File: src/logic/mgp_pkg.sv
// Purpose: Constants and types shared by the general-purpose pad bank.
// Assumes: One clock, synchronous active-high reset.
// Notes: Pad indices count from zero, so pad 1 of the bank is index 0.
//
// Summary of operation
// - Each pad is set on its own to input, output or alternative function.
// - An input pad is only read, and a read shows the pad level at that time; here a read shows it three clocks late, through the synchroniser.
// - An output pad takes a written level, reads it back, and does not act as an input.
// - An alternative-function pad is driven and sensed by the internal function logic.
// - Any pad set as input can raise an interrupt when its level changes.
// - Only pads 1, 4, 5 and 8 can wake the module from sleep, no other pad can.
// - An output pad drives both high and low as a push-pull stage.
// - Each additional pad starts in its dedicated function and can be switched to plain I/O.
// - The first ten primary pads can also be given to an alternate I2C function.
package mgp_pkg;

  // Pad mode encoding.
  typedef enum logic [1:0]
  {
    MGP_MODE_IN = 2'b00,
    MGP_MODE_OUT = 2'b01,
    MGP_MODE_ALT = 2'b10,
    MGP_MODE_I2C = 2'b11
  } mgp_mode_t;

  // Bank shape: ten primary pads, seventeen additional pads.
  localparam int MGP_NUM_PRIMARY = 10;
  localparam int MGP_NUM_EXTRA = 17;
  localparam int MGP_NUM_I2C = 10;

  // Wake-capable pad indices.
  localparam int WAKE_PAD_A = 0;
  localparam int WAKE_PAD_B = 3;
  localparam int WAKE_PAD_C = 4;
  localparam int WAKE_PAD_D = 7;

  // Reset values.
  localparam logic MGP_RST_LEVEL = 1'b0;
  localparam logic MGP_RST_FLAG = 1'b0;

endpackage : mgp_pkg

File: src/logic/mgp_port.sv
// Purpose: Bank of general-purpose pads with per-pad mode, change interrupts and wake.
// Assumes: Pad inputs may change at any time; they are synchronised here.
// Notes: Primary pads come first, additional pads after them in the vectors.
`timescale 1ns/10ps

module mgp_port
#(
  parameter int NUM_PADS = mgp_pkg::MGP_NUM_PRIMARY + mgp_pkg::MGP_NUM_EXTRA
)
(
  // Clock, reset and enable.
  input wire logic clk_i,
  input wire logic rst_i,
  input wire logic ce_i,
  // Per-pad configuration: two mode bits, one output level bit and one clear bit per pad.
  input wire logic [2*NUM_PADS-1:0] mode_i,
  input wire logic [NUM_PADS-1:0] out_level_i,
  input wire logic [NUM_PADS-1:0] irq_clear_i,
  // Internal function logic side.
  input wire logic [NUM_PADS-1:0] alt_out_i,
  input wire logic [NUM_PADS-1:0] alt_oe_i,
  output logic [NUM_PADS-1:0] alt_in_o,
  // Pad side.
  input wire logic [NUM_PADS-1:0] pad_in_i,
  output logic [NUM_PADS-1:0] pad_out_o,
  output logic [NUM_PADS-1:0] pad_oe_o,
  // Software side.
  output logic [NUM_PADS-1:0] read_level_o,
  output logic [NUM_PADS-1:0] irq_flag_o,
  output logic wake_o
);

  // The wake indices and I2C range must exist in the bank; a smaller bank is refused
  // at elaboration rather than left to index past the vectors.
  if (NUM_PADS < mgp_pkg::MGP_NUM_PRIMARY || NUM_PADS <= mgp_pkg::WAKE_PAD_D)
  begin : g_size_check
    $error("mgp_port needs at least the primary pads");
  end

  // Two-stage synchroniser; stage one feeds stage two only.
  // Reads, flags and wake use sync_b alone, so a metastable first stage never fans out.
  logic [NUM_PADS-1:0] sync_a;
  logic [NUM_PADS-1:0] sync_b;
  logic [NUM_PADS-1:0] last_b;
  always_ff @(posedge clk_i)
  begin
    if (rst_i)
    begin
      sync_a <= '0;
      sync_b <= '0;
      last_b <= '0;
    end
    else if (ce_i)
    begin
      sync_a <= pad_in_i;
      sync_b <= sync_a;
      last_b <= sync_b;
    end
  end

  logic [NUM_PADS-1:0] is_in;
  logic [NUM_PADS-1:0] next_oe;
  logic [NUM_PADS-1:0] next_out;

  // Per-pad decode of mode. Additional pads keep their initial dedicated function
  // while held in the alternative mode; I2C mode is only honoured on primary pads.
  genvar g;
  generate
    for (g = 0; g < NUM_PADS; g++)
    begin : g_pad
      mgp_pkg::mgp_mode_t m;
      assign m = mgp_pkg::mgp_mode_t'(mode_i[2*g +: 2]);
      assign is_in[g] = (m == mgp_pkg::MGP_MODE_IN);
      always_comb
      begin
        next_oe[g] = 1'b0;
        next_out[g] = 1'b0;
        unique case (m)
          mgp_pkg::MGP_MODE_IN:
          begin
            next_oe[g] = 1'b0;
          end
          mgp_pkg::MGP_MODE_OUT:
          begin
            next_oe[g] = 1'b1;
            next_out[g] = out_level_i[g];
          end
          mgp_pkg::MGP_MODE_ALT:
          begin
            next_oe[g] = alt_oe_i[g];
            next_out[g] = alt_out_i[g];
          end
          mgp_pkg::MGP_MODE_I2C:
          begin
            if (g < mgp_pkg::MGP_NUM_I2C)
            begin
              // Open-drain style: drive low only, release for high.
              next_oe[g] = ~alt_out_i[g];
            end
          end
        endcase
      end
    end
  endgenerate

  // Pad drivers, registered so outputs come straight from flops.
  always_ff @(posedge clk_i)
  begin
    if (rst_i)
    begin
      pad_oe_o <= '0;
      pad_out_o <= '0;
    end
    else if (ce_i)
    begin
      pad_oe_o <= next_oe;
      pad_out_o <= next_out;
    end
  end

  // Read path: input pads show the pad, output pads echo the set level.
  always_ff @(posedge clk_i)
  begin
    if (rst_i)
    begin
      read_level_o <= {NUM_PADS{mgp_pkg::MGP_RST_LEVEL}};
      alt_in_o <= '0;
    end
    else if (ce_i)
    begin
      read_level_o <= (sync_b & is_in) | (out_level_i & ~is_in);
      alt_in_o <= sync_b;
    end
  end

  // Change flags on input pads; a new change wins over a clear in the same cycle.
  // The clear is a level, so software should drop it once the flag reads low.
  logic [NUM_PADS-1:0] change;
  assign change = (sync_b ^ last_b) & is_in;
  always_ff @(posedge clk_i)
  begin
    if (rst_i)
    begin
      irq_flag_o <= {NUM_PADS{mgp_pkg::MGP_RST_FLAG}};
    end
    else if (ce_i)
    begin
      irq_flag_o <= change | (irq_flag_o & ~irq_clear_i);
    end
  end

  // Wake only from the four wake-capable pads.
  // Wake is a one-cycle pulse; the sleep controller must latch it.
  logic [NUM_PADS-1:0] wake_mask;
  always_comb
  begin
    wake_mask = '0;
    wake_mask[mgp_pkg::WAKE_PAD_A] = 1'b1;
    wake_mask[mgp_pkg::WAKE_PAD_B] = 1'b1;
    wake_mask[mgp_pkg::WAKE_PAD_C] = 1'b1;
    wake_mask[mgp_pkg::WAKE_PAD_D] = 1'b1;
  end
  always_ff @(posedge clk_i)
  begin
    if (rst_i)
    begin
      wake_o <= 1'b0;
    end
    else if (ce_i)
    begin
      wake_o <= |(change & wake_mask);
    end
  end

  // Checks.
  // Pad 0 is at once a primary, a wake and an I2C pad, so most checks watch it.
  irq_set_a: assert property (@(posedge clk_i) disable iff (rst_i)
    ce_i && change[0] |=> irq_flag_o[0])
    else $error("change on input pad did not set its flag");
  out_drive_a: assert property (@(posedge clk_i) disable iff (rst_i)
    ce_i && mode_i[1:0] == 2'b01 |=> pad_oe_o[0] && pad_out_o[0] == $past(out_level_i[0]))
    else $error("output pad not driven with set level");
  in_float_a: assert property (@(posedge clk_i) disable iff (rst_i)
    ce_i && mode_i[1:0] == 2'b00 |=> !pad_oe_o[0])
    else $error("input pad is driven");
  no_wake_a: assert property (@(posedge clk_i) disable iff (rst_i)
    ce_i && !(|(change & wake_mask)) |=> !wake_o)
    else $error("wake without wake-pad change");
  sync_lat_a: assert property (@(posedge clk_i) disable iff (rst_i)
    ce_i ##1 ce_i ##1 ce_i |=> alt_in_o == $past(pad_in_i, 3))
    else $error("synchroniser latency wrong");
  alt_path_a: assert property (@(posedge clk_i) disable iff (rst_i)
    ce_i && mode_i[1:0] == 2'b10 |=> pad_oe_o[0] == $past(alt_oe_i[0]))
    else $error("alternative pad not owned by function logic");
  c_irq: cover property (@(posedge clk_i) irq_flag_o[0]);
  c_wake: cover property (@(posedge clk_i) wake_o);
  c_out: cover property (@(posedge clk_i) pad_oe_o[1] && pad_out_o[1]);
  flag_hold_a: assert property (@(posedge clk_i) disable iff (rst_i)
    ce_i && irq_flag_o[0] && !irq_clear_i[0] |=> irq_flag_o[0])
    else $error("change flag dropped without a clear");
  flag_clear_a: assert property (@(posedge clk_i) disable iff (rst_i)
    ce_i && irq_clear_i[0] && !change[0] |=> !irq_flag_o[0])
    else $error("change flag survived its clear");
  out_no_flag_a: assert property (@(posedge clk_i) disable iff (rst_i)
    ce_i && !is_in[0] && !irq_flag_o[0] |=> !irq_flag_o[0])
    else $error("non-input pad raised a change flag");
  i2c_drive_a: assert property (@(posedge clk_i) disable iff (rst_i)
    ce_i && mode_i[1:0] == 2'b11 |=> pad_oe_o[0] == !$past(alt_out_i[0]) && !pad_out_o[0])
    else $error("I2C pad not driven open-drain");
  ce_freeze_a: assert property (@(posedge clk_i) disable iff (rst_i)
    !ce_i |=> $stable(irq_flag_o) && $stable(read_level_o) && $stable(pad_oe_o))
    else $error("state moved while the enable was low");
  // Pads past the I2C range release the pad in I2C mode.
  if (NUM_PADS > mgp_pkg::MGP_NUM_I2C)
  begin : g_i2c_edge
    i2c_release_a: assert property (@(posedge clk_i) disable iff (rst_i)
      ce_i && mode_i[2*mgp_pkg::MGP_NUM_I2C +: 2] == 2'b11 |=> !pad_oe_o[mgp_pkg::MGP_NUM_I2C])
      else $error("pad outside the I2C range driven in I2C mode");
  end
  c_clear: cover property (@(posedge clk_i) irq_flag_o[0] ##1 !irq_flag_o[0]);
  c_freeze: cover property (@(posedge clk_i) !ce_i ##1 ce_i);

endmodule : mgp_port

File: config.mk
export PLATFORM = sky130hd
export DESIGN_NAME = mgp_port
export DESIGN_NICKNAME = d
export VERILOG_FILES = /design/src/logic/mgp_pkg.sv /design/src/logic/mgp_port.sv
export SDC_FILE = /design/constraint.sdc
export NUM_CORES = 1
export LEC_CHECK = 0
export BUFFER_PORTS_ARGS = -buffer_cell sky130_fd_sc_hd__buf_2
export CAP_MARGIN = 20
export CORE_AREA = 2 2 145 132
export DETAILED_ROUTE_END_ITERATION = 7
export DIE_AREA = 0 0 147 134
export PLACE_DENSITY = 0.8
export SLEW_MARGIN = 20
export SYNTH_ARGS = -nofsm -noshare
export SYNTH_HDL_FRONTEND = slang
export SYNTH_SLANG_ARGS = --single-unit
export TNS_END_PERCENT = 1
File: constraint.sdc
create_clock -name clk_i -period 3 [get_ports clk_i]
set_input_delay 0.15 -clock clk_i [delete_from_list [all_inputs] [get_ports clk_i]]
set_output_delay 0.15 -clock clk_i [all_outputs]
set_load 0.02 [all_outputs]
Word-level counts from Yosys, hierarchy flattened --
Index checks and enable logic that the tools add are counted.
Storage, ports and cells: register bits after elaboration 190, bits in latches 0, RAM bits 0, ROM bits 0, input bits 192, output and inout bits 136, word-level logic and storage cells 173, memories kept 0
Operators by class: $add $sub $neg 0, $mul 0, div/mod/pow operators 0, magnitude comparators 0, eq/ne operators 64, shift-type cells 0, mux-type cells 54, bitwise operators 19, reductions and logical operators 28
Operators with widths (number):
- $and A27 B27 Y27 | 4
- $pmux W1 S2 | 44
- $eq A2 B2 Y1 const B | 37
- $eq A2 B1 Y1 const B | 27
- $logic_not A2 Y1 | 27
- $not A27 Y27 | 2
- $or A27 B27 Y27 | 2
- $pmux W1 S4 | 10
- $xor A27 B27 Y27 | 1
- $not A1 Y1 | 10
- $reduce_or A4 Y1 | 1

Logic depth before layout (Yosys ltp) --
Gate-level depths: netlist of run 1.
word-level depth 4, gate-level depth with buffers 5, depth with buffers taken out 5

Worst setup path before layout of run 1 --
OpenSTA, ideal clock, no wires.
path type flip-flop to flip-flop, start point register, netlist name alt_in_o[7], end point register wake_o, library setup time 0.134 ns, arrival 0.996 ns, data required time 2.866 ns, setup slack 1.870 ns, stages on the path, launching flop included 4, buffers on the path 0, clock period less this slack 1.130 ns, cells stage by stage dfxtp_1 xor2_1 a222oi_1 a311oi_1
RTL lines:
- to (signal assigned) | line mgp_port.sv:171 | wake_o <= |(change & wake_mask);
- to (decl) | line mgp_port.sv:30 | output logic wake_o

Worst setup path after layout of run 1 --
start point register sync_b[7], end point register wake_o
On the way: longest elaborated chain between the ends 3
RTL lines:
- from (decl) | line mgp_port.sv:43 | logic [NUM_PADS-1:0] sync_b;
- from (signal assigned) | line mgp_port.sv:56 | sync_b <= sync_a;
- $xor A27 B27 Y27 | line mgp_port.sv:139 | assign change = (sync_b ^ last_b) & is_in;
- $and A27 B27 Y27 | line mgp_port.sv:139
- $reduce_or A4 Y1 | line mgp_port.sv:171
No other way between the ends. A chain may end at the register's enable or synchronous reset.

==> impl_results.md, run 1 <==
* Status: finished, final reports clean
* Critical Path RT at 3.29 ns
* WHS at roughly 0.032 ns
* IO Count at ~330
* Most frequent cells in the layout: 325 x buf_2, 190 x dfxtp_1, 136 x nor2_1, 108 x mux2i_1, 91 x ha_1
* Final hold vios at 0
* Max Freq at approximately 0.78 GHz
* Hold Crit Class: in -> reg
* Synth Cell Area at 0.00932 sq mm
* Die extent in y at 134 microns
* RSZ-0062 raised after global routing: no
* Syn-to-layout area delta at 28.0%
* Num rows at 47
* Avg Inst Size Synth at 9.51 sq um
* Largest net degree at the start of global routing at around 120
* Gr usage total at 0.219
* Setup crit start kind: flip-flop
* Overflow after GRT at 0
* Root buffer cell: clkbuf_16
* Sequential power share at 0.461
* Clock power share at 0.396
* Syn. warnings at 0
* Die Wd at 147 microns
* Worst Hold Endpoint: irq_flag_o[13]
* Post-synth top area cell: dfxtp_1
* #FFs+latches synth at 190
* Average wire per standard cell at 14.1 microns
* Rel. slew slack at 0.500
* Post-CTS resize count at 0
* Core Box Area at around 0.018 sq mm
* Worst setup EP type: flip-flop
* CTS sink cnt at 190
* Via/cell ratio at 5.09
* Pre-CTS setup slack at 1.41 ns
* Min-Delay Path Depth at 4
* Least-Margin Pin Slew at around 0.75 ns
* Seq/Total Area, Yosys at 0.408
* Final Critical Period at 1.29 ns
* Placer Congestion at about 0.84
* Logic pwr share at 0.144
* Layout cells sized above 1 at 0.285
* DRC Markers at 0
* CP Class: reg -> reg
* H-tree Lvls at 4
* Final setup fails at 0
* Switching Fraction at 0.261
* Hold_buf cts at 27
* Fin. max-slew vios at 0
* HPWL Detailed at 15900 microns
* Most common cell after layout, fill and taps aside: buf_2
* Global-route wire length before repair at 36100 microns
* Top-area cell type share of the netlist area at 0.408
* Total Wirelength at roughly 22000 microns
* Pint at 4300 uW
* Yosys cell types at 24
* Top post-synthesis cells by area: dfxtp_1 41%, ha_1 12%, mux2i_1 12%
* Longest Clk Path Bufs at 2
* Switching power at about 1500 uW
* Initial antenna violation count at 0
* IO buf count at between 300 and 400
* Die area at 0.0197 sq mm
* Tcrit/Tclk final at 0.430
* Nets@finish at about 1.6k
* Via Count at 7972
* Vias in the first global route at 7698
* Diodes inserted at 0
* Worst path arrival time at 1.58 ns
* DRT antenna net count at 0
* CTS tree: done
* Cells after synthesis at 980
* Maximum vdd drop at about 400 uV
* CTS Buf Count at 17
* CTS clock-pin slew for the worst setup and hold paths at 0.07 ns
* Fin Setup TNS at 0 ns
* Pwr dens at 488 mW/mm^2
* Drt pass-1 iters at 7
* Synth Net Count at 1263
* Crit-path max FO at 4
* Lkg Pwr at 0.00612 uW
* Max Clock Skew at 0.00955 ns
* Critical R2R Capture: wake_o
* Initial Utilization at 0.511
* Hold_sp: irq_clear_i[13]
* R2R setup slack at 1.71 ns
* Fill cells at 1490
* Final worst slack at between 1.5 and 2 ns
* Worst-Skew Late Latency at 0.42 ns
* Worst r2r src: sync_b[7]
* Max Cap Viol at 0
* Util after Layout at 0.654
* Initial DRC Count at 286
* Post-CTS Setup Inserts at 0
* Reg2reg path depth at 3
-- worst max-delay path by stage --
stage | start | endpoint | depth (start not counted)
CTS | sync_b[7] | wake_o | 3
global placement | ce_i | irq_flag_o[25] | 5
finish | sync_b[7] | wake_o | 3
floorplan | alt_in_o[7] | wake_o | 3
global route | sync_b[7] | wake_o | 3
detailed placement | ce_i | irq_flag_o[24] | 5
-- routing by layer --
layer / part of all wire / up-vias / track usage
li1: - / 4013 / -
met5: 0 / - / 0
met2: 0.49 / 231 / 0.389
met3: 0.061 / 31 / 0.0605
met1: 0.43 / 3697 / 0.261
met4: 0.017 / 0 / 0.0588
-- power groups by stage --
stage	Combinational, uW	Sequential (uW)	Clock (uW)
final	836	2680	2300
after global routing	920	2690	2460
after CTS	835	2680	2350
after detailed placement	801	2740	0
after global placement	781	2730	0
after floorplan	439	2810	0
-- metrics by stage --
stage,std cells,total power (uW),cell area [sq um]
final,1565,5820,11900
after global placement,1506,3520,11000
after floorplan,980,3250,9320
after detailed placement,1506,3540,11000
after CTS,1565,5860,11900
after global routing,1565,6080,11900
-- critical path, cell delays in order, from the launching register on --
cell	delay, ns
dfxtp_1	0.35
xor2_1	0.18
a222oi_1	0.46
a311oi_1	0.16
-- logic make-up after synthesis --
family          count (synthesis)  share of synthesized area
flops                         190                      0.408
buf+inv                       108                     0.0568
fa+ha+maj                      91                      0.122
compound gates                174                      0.135
xor+xnor                       27                     0.0254
simple gates                  282                      0.137
mux                           108                      0.116
-- layout make-up --
cell class	instances	area (sq um)	share of cell area
sequential	190	3800	0.319
tap	245	307	0.0257
multi-input combinational	682	4980	0.418
clock buffer	20	457	0.0383
clock inverter	12	148	0.0124
inverter	54	203	0.0170
timing repair buffer	362	2020	0.169
-- sequential cells by signal (all words and copies together), names as in the netlist --
register      cells
pad_oe_o         27
alt_in_o         27
irq_flag_o       27
sync_b           27
sync_a           27
wake_o            1
read_level_o     27
pad_out_o        27
-- cell usage after synthesis (all sizes together) --
| cell type | instances |
|---|---|
| xor2 | 27 |
| o21ai | 10 |
| nor2b | 10 |
| ha | 91 |
| nand2b | 54 |
| inv | 54 |
| a222oi | 1 |
| a22o | 27 |
| a21oi | 44 |
| mux2i | 108 |
| buf | 36 |
| a31oi | 10 |
| nand3 | 44 |
| nand2 | 38 |
| a32oi | 27 |
| a21o | 17 |
| nor2 | 136 |
| a211oi | 27 |
| dfxtp | 190 |
| a311oi | 1 |
| o21ba | 10 |
| clkbuf | 18 |
No activity file was read; power rests on OpenSTA's default activity.
==> run 2, diff against run 1 <==
ABC_AREA = 1   (was unset)
CORE_AREA = 2 2 155 142   (was 2 2 145 132)
DIE_AREA = 0 0 157 144   (was 0 0 147 134)
PLACE_DENSITY = 0.74   (was 0.8)
clock period = 1.1 ns   (was 3 ns; I/O delays follow)
==> impl_results.md, run 2 <==
* Die Wd at 157 microns (was 147 microns)
* Via Count at 9362 (was 7972)
* RSZ-0062 raised after global routing: no (unchanged)
* Worst path arrival time at 1.00 ns (was 1.58 ns)
* Hold Crit Class: in -> reg (unchanged)
* Final hold vios at 0 (unchanged)
* Syn-to-layout area delta at 35.7% (was 28.0%)
* Family with the most delay on the worst path: flip-flops (was compound AO/OA/AOI/OAI gates)
* Main flop type after synthesis: dfxtp_1 (unchanged)
* WHS at 0.0183 ns (was 0.0320 ns)
* Top-area cell type share of the netlist area at 0.399 (was 0.408)
* Setup crit start kind: flip-flop (unchanged)
* Least-Margin Pin Slew at 0.376 ns (was 0.750 ns)
* Nets@finish at 1910 (was 1590)
* Cells after synthesis at 1231 (was 980)
* Crit path buf inv count at 1 (was 0)
* Placer Congestion at 0.866 (was 0.843)
* Critical Path RT at 1.04 ns (was 3.29 ns)
* Die extent in y at 144 microns (was 134 microns)
* Yosys cell types at 23 (was 24)
* Worst-Skew Late Latency at 0.42 ns (about the same)
* IO buf count at 327 (unchanged)
* Synth Area in Compound Gates at 0.171 (was 0.135)
* IO Count at 328 (unchanged)
* Average wire per standard cell at 13.1 microns (was 14.1 microns)
* FF/Latch Area at 0.00381 sq mm (was 0.00380 sq mm)
* Cell with the most instances after synthesis: nand2_1 (was dfxtp_1)
* Fin. max-slew vios at 0 (unchanged)
* Longest Clk Path Bufs at 2 (unchanged)
* Root buffer cell: clkbuf_16 (unchanged)
* Lkg Pwr at 0.00655 uW (was 0.00612 uW)
* Post-CTS Setup Inserts at 0 (unchanged)
* Max Freq at around 0.95 GHz
* #FFs+latches synth at 190 (unchanged)
* Largest family of logic cells by synthesized area: simple AND/OR/NAND/NOR gates (unchanged)
* Multiplexer area fraction after synthesis at 0 (was 0.116)
* Layout cells sized above 1 at 0.252 (was 0.285)
* Power Total at 16400 uW (was 5820 uW)
* Most common cell after layout, fill and taps aside: buf_2 (unchanged)
* Via/cell ratio at 4.85 (was 5.09)
* Worst setup EP type: primary output (was flip-flop)
* CP Class: reg -> out (was reg -> reg)
* Synth Area in Simple Gates at 0.197 (was 0.137)
* Fin Setup TNS at 0 ns (unchanged)
* HPWL Detailed at 17100 microns (was 15900 microns)
* Max Cap Viol at 0 (unchanged)
* Total Wirelength at 25300 microns (was 22100 microns)
* Tcrit/Tclk final at 0.960
* H-tree Lvls at 4 (unchanged)
* Initial antenna violation count at 1 (was 0)
* EDFF count, synth at 0 (unchanged)
* XOR/XNOR Fraction of Synth Area at 0.0193 (was 0.0254)
* Crit-path max FO at 3 (was 4)
* Initial DRC Count at 537 (was 286)
* Post-synth top area cell: dfxtp_1 (unchanged)
* Die area at 0.0226 sq mm (was 0.0197 sq mm)
* Synth Cell Area at 0.00953 sq mm (was 0.00932 sq mm)
* Post-synth top cells: 213 x nand2_1, 190 x dfxtp_1, 154 x nor2_1, 126 x inv_1, 115 x o21ai_0 (was 190 x dfxtp_1, 136 x nor2_1, 108 x mux2i_1, 91 x ha_1)
* CTS clock-pin slew for the worst setup and hold paths at 0.07 ns (about the same)
* Avg Inst Size Synth at 7.74 sq um (was 9.51 sq um)
* CTS sink cnt at 190 (unchanged)
* Final setup fails at 0 (unchanged)
* Ys async rst share at 0 (unchanged)
* Top post-synthesis cells by area: dfxtp_1 40%, ha_1 12%, nand2_1 8.4% (was dfxtp_1 41%, ha_1 12%, mux2i_1 12%)
* Area of the multi-input gates at 0.00483 sq mm (was 0.00498 sq mm)
* Seq/Total Area, Yosys at 0.399 (was 0.408)
* DRC Markers at 0 (unchanged)
* Syn. warnings at 0 (unchanged)
* Num rows at 51 (was 47)
* Max Clock Skew at 0.0113 ns (was 0.00955 ns)
* Vias in the first global route at 8789 (was 7698)
* Final Critical Period at roughly 1.1 ns
* Gr usage total at 0.218 (was 0.219)
* DRT antenna net count at 0 (unchanged)
* Adder-cell area share of the yosys netlist at 0.119 (was 0.122)
* CTS tree: done (unchanged)
* CP Cell Sequence: buf_2 (was xor2_1 -> a222oi_1 -> a311oi_1)
* Core Box Area at 0.0211 sq mm (was 0.0182 sq mm)
* Final worst slack at 0.0444 ns (was 1.71 ns)
* Global-route wire length before repair at 40400 microns (was 36100 microns)
* Initial Utilization at 0.451 (was 0.511)
* Rel. slew slack at 0.749 (was 0.500)
* Overflow after GRT at 0 (unchanged)
* Maximum vdd drop at 846 uV (was 404 uV)
* Pwr dens at 1270 mW/mm^2 (was 488 mW/mm^2)
* Synth Net Count at 1514 (was 1263)
* Largest net degree at the start of global routing at 86 (was 116)
* Fill cells at 1816 (was 1490)
* CTS Buf Count at 17 (unchanged)
* Drt pass-1 iters at 5 (was 7)
* Worst path max stage delay at 0.38 ns (was 0.46 ns)
* Slowest stage cell, crit path: dfxtp_1 (was a222oi_1)
* Most frequent cells in the layout: 322 x buf_2, 213 x nand2_1, 187 x dfxtp_1, 154 x nor2_1, 126 x inv_1 (was 325 x buf_2, 190 x dfxtp_1, 136 x nor2_1, 108 x mux2i_1, 91 x ha_1)
* Pre-CTS setup slack at 0.0800 ns (was 1.41 ns)
* Status: finished, final reports clean (unchanged)
## run 2: cell types whose count changed after synthesis, sizes merged, moves of 18 or more
cell and change:
nand2 +195, mux2i -108, o21ai +106, a21oi +76, inv +74, nand2b -54
o211ai +50, a211oi -27, a22o -27, a32oi -27, nor2 +18
## run 2: timing repair
action	CTS	global route
hold buffers	103	0
setup endpoints to repair	0	5
hold endpoints to repair	95	0
resized for setup	0	8
## run 2: stage by stage
step | util | area, sq um | std cells
5_1_grt | 0.612 | 12900 | 1932
3_3_place_gp | 0.536 | 11300 | 1796
4_1_cts | 0.612 | 12900 | 1931
3_5_place_dp | 0.536 | 11300 | 1796
6_report | 0.612 | 12900 | 1932
2_1_floorplan | - | 9530 | 1231
## run 2: worst paths after layout
check / from / endpoint / slack, ns / depth (start not counted)
min reg2reg: irq_flag_o[21] / irq_flag_o[21] / 0.46 / 2
max: alt_in_o[16] / alt_in_o[16] / 0.04 / 1
max reg2reg: sync_b[7] / wake_o / 0.16 / 7
min: out_level_i[23] / pad_out_o[23] / 0.02 / 5
## run 2: layout make-up
| type | instances | area share |
|---|---|---|
| multi-input cells | 850 | 0.373 |
| clock inverters | 13 | 0.00938 |
| inverters | 128 | 0.0374 |
| repair buffers | 440 | 0.223 |
| well taps | 291 | 0.0281 |
| flip-flops and latches | 190 | 0.294 |
| clock buffers | 19 | 0.0342 |
| diodes | 1 | 0.000193 |
## run 2: kinds of logic (layout without fill, tap and decap cells)
family,Yosys count,count (layout)
adder cells (fa/ha/maj),91,91
other,0,1
AO/OA/AOI/OAI,286,286
AND/OR/NAND/NOR,452,452
buffers and inverters,191,600
XOR/XNOR,21,21
flip-flops,190,190
## run 2: power breakdown
group	internal [uW]	leakage [uW]	switching, uW
sequential	7270	0.00156	258
combinational	1280	0.00471	1640
clock	3050	0.000272	2870
total	11600	0.00655	4770
## run 2: metal layers
layer / global-route usage / part of all wire / wire, microns / vias to the layer above
li1: - / - / - / 4774
met1: 0.259 / 0.42 / 10800 / 4245
met5: 0 / 0 / 0 / -
met2: 0.381 / 0.49 / 12400 / 293
met3: 0.0542 / 0.061 / 1530 / 50
met4: 0.0811 / 0.025 / 623 / 0
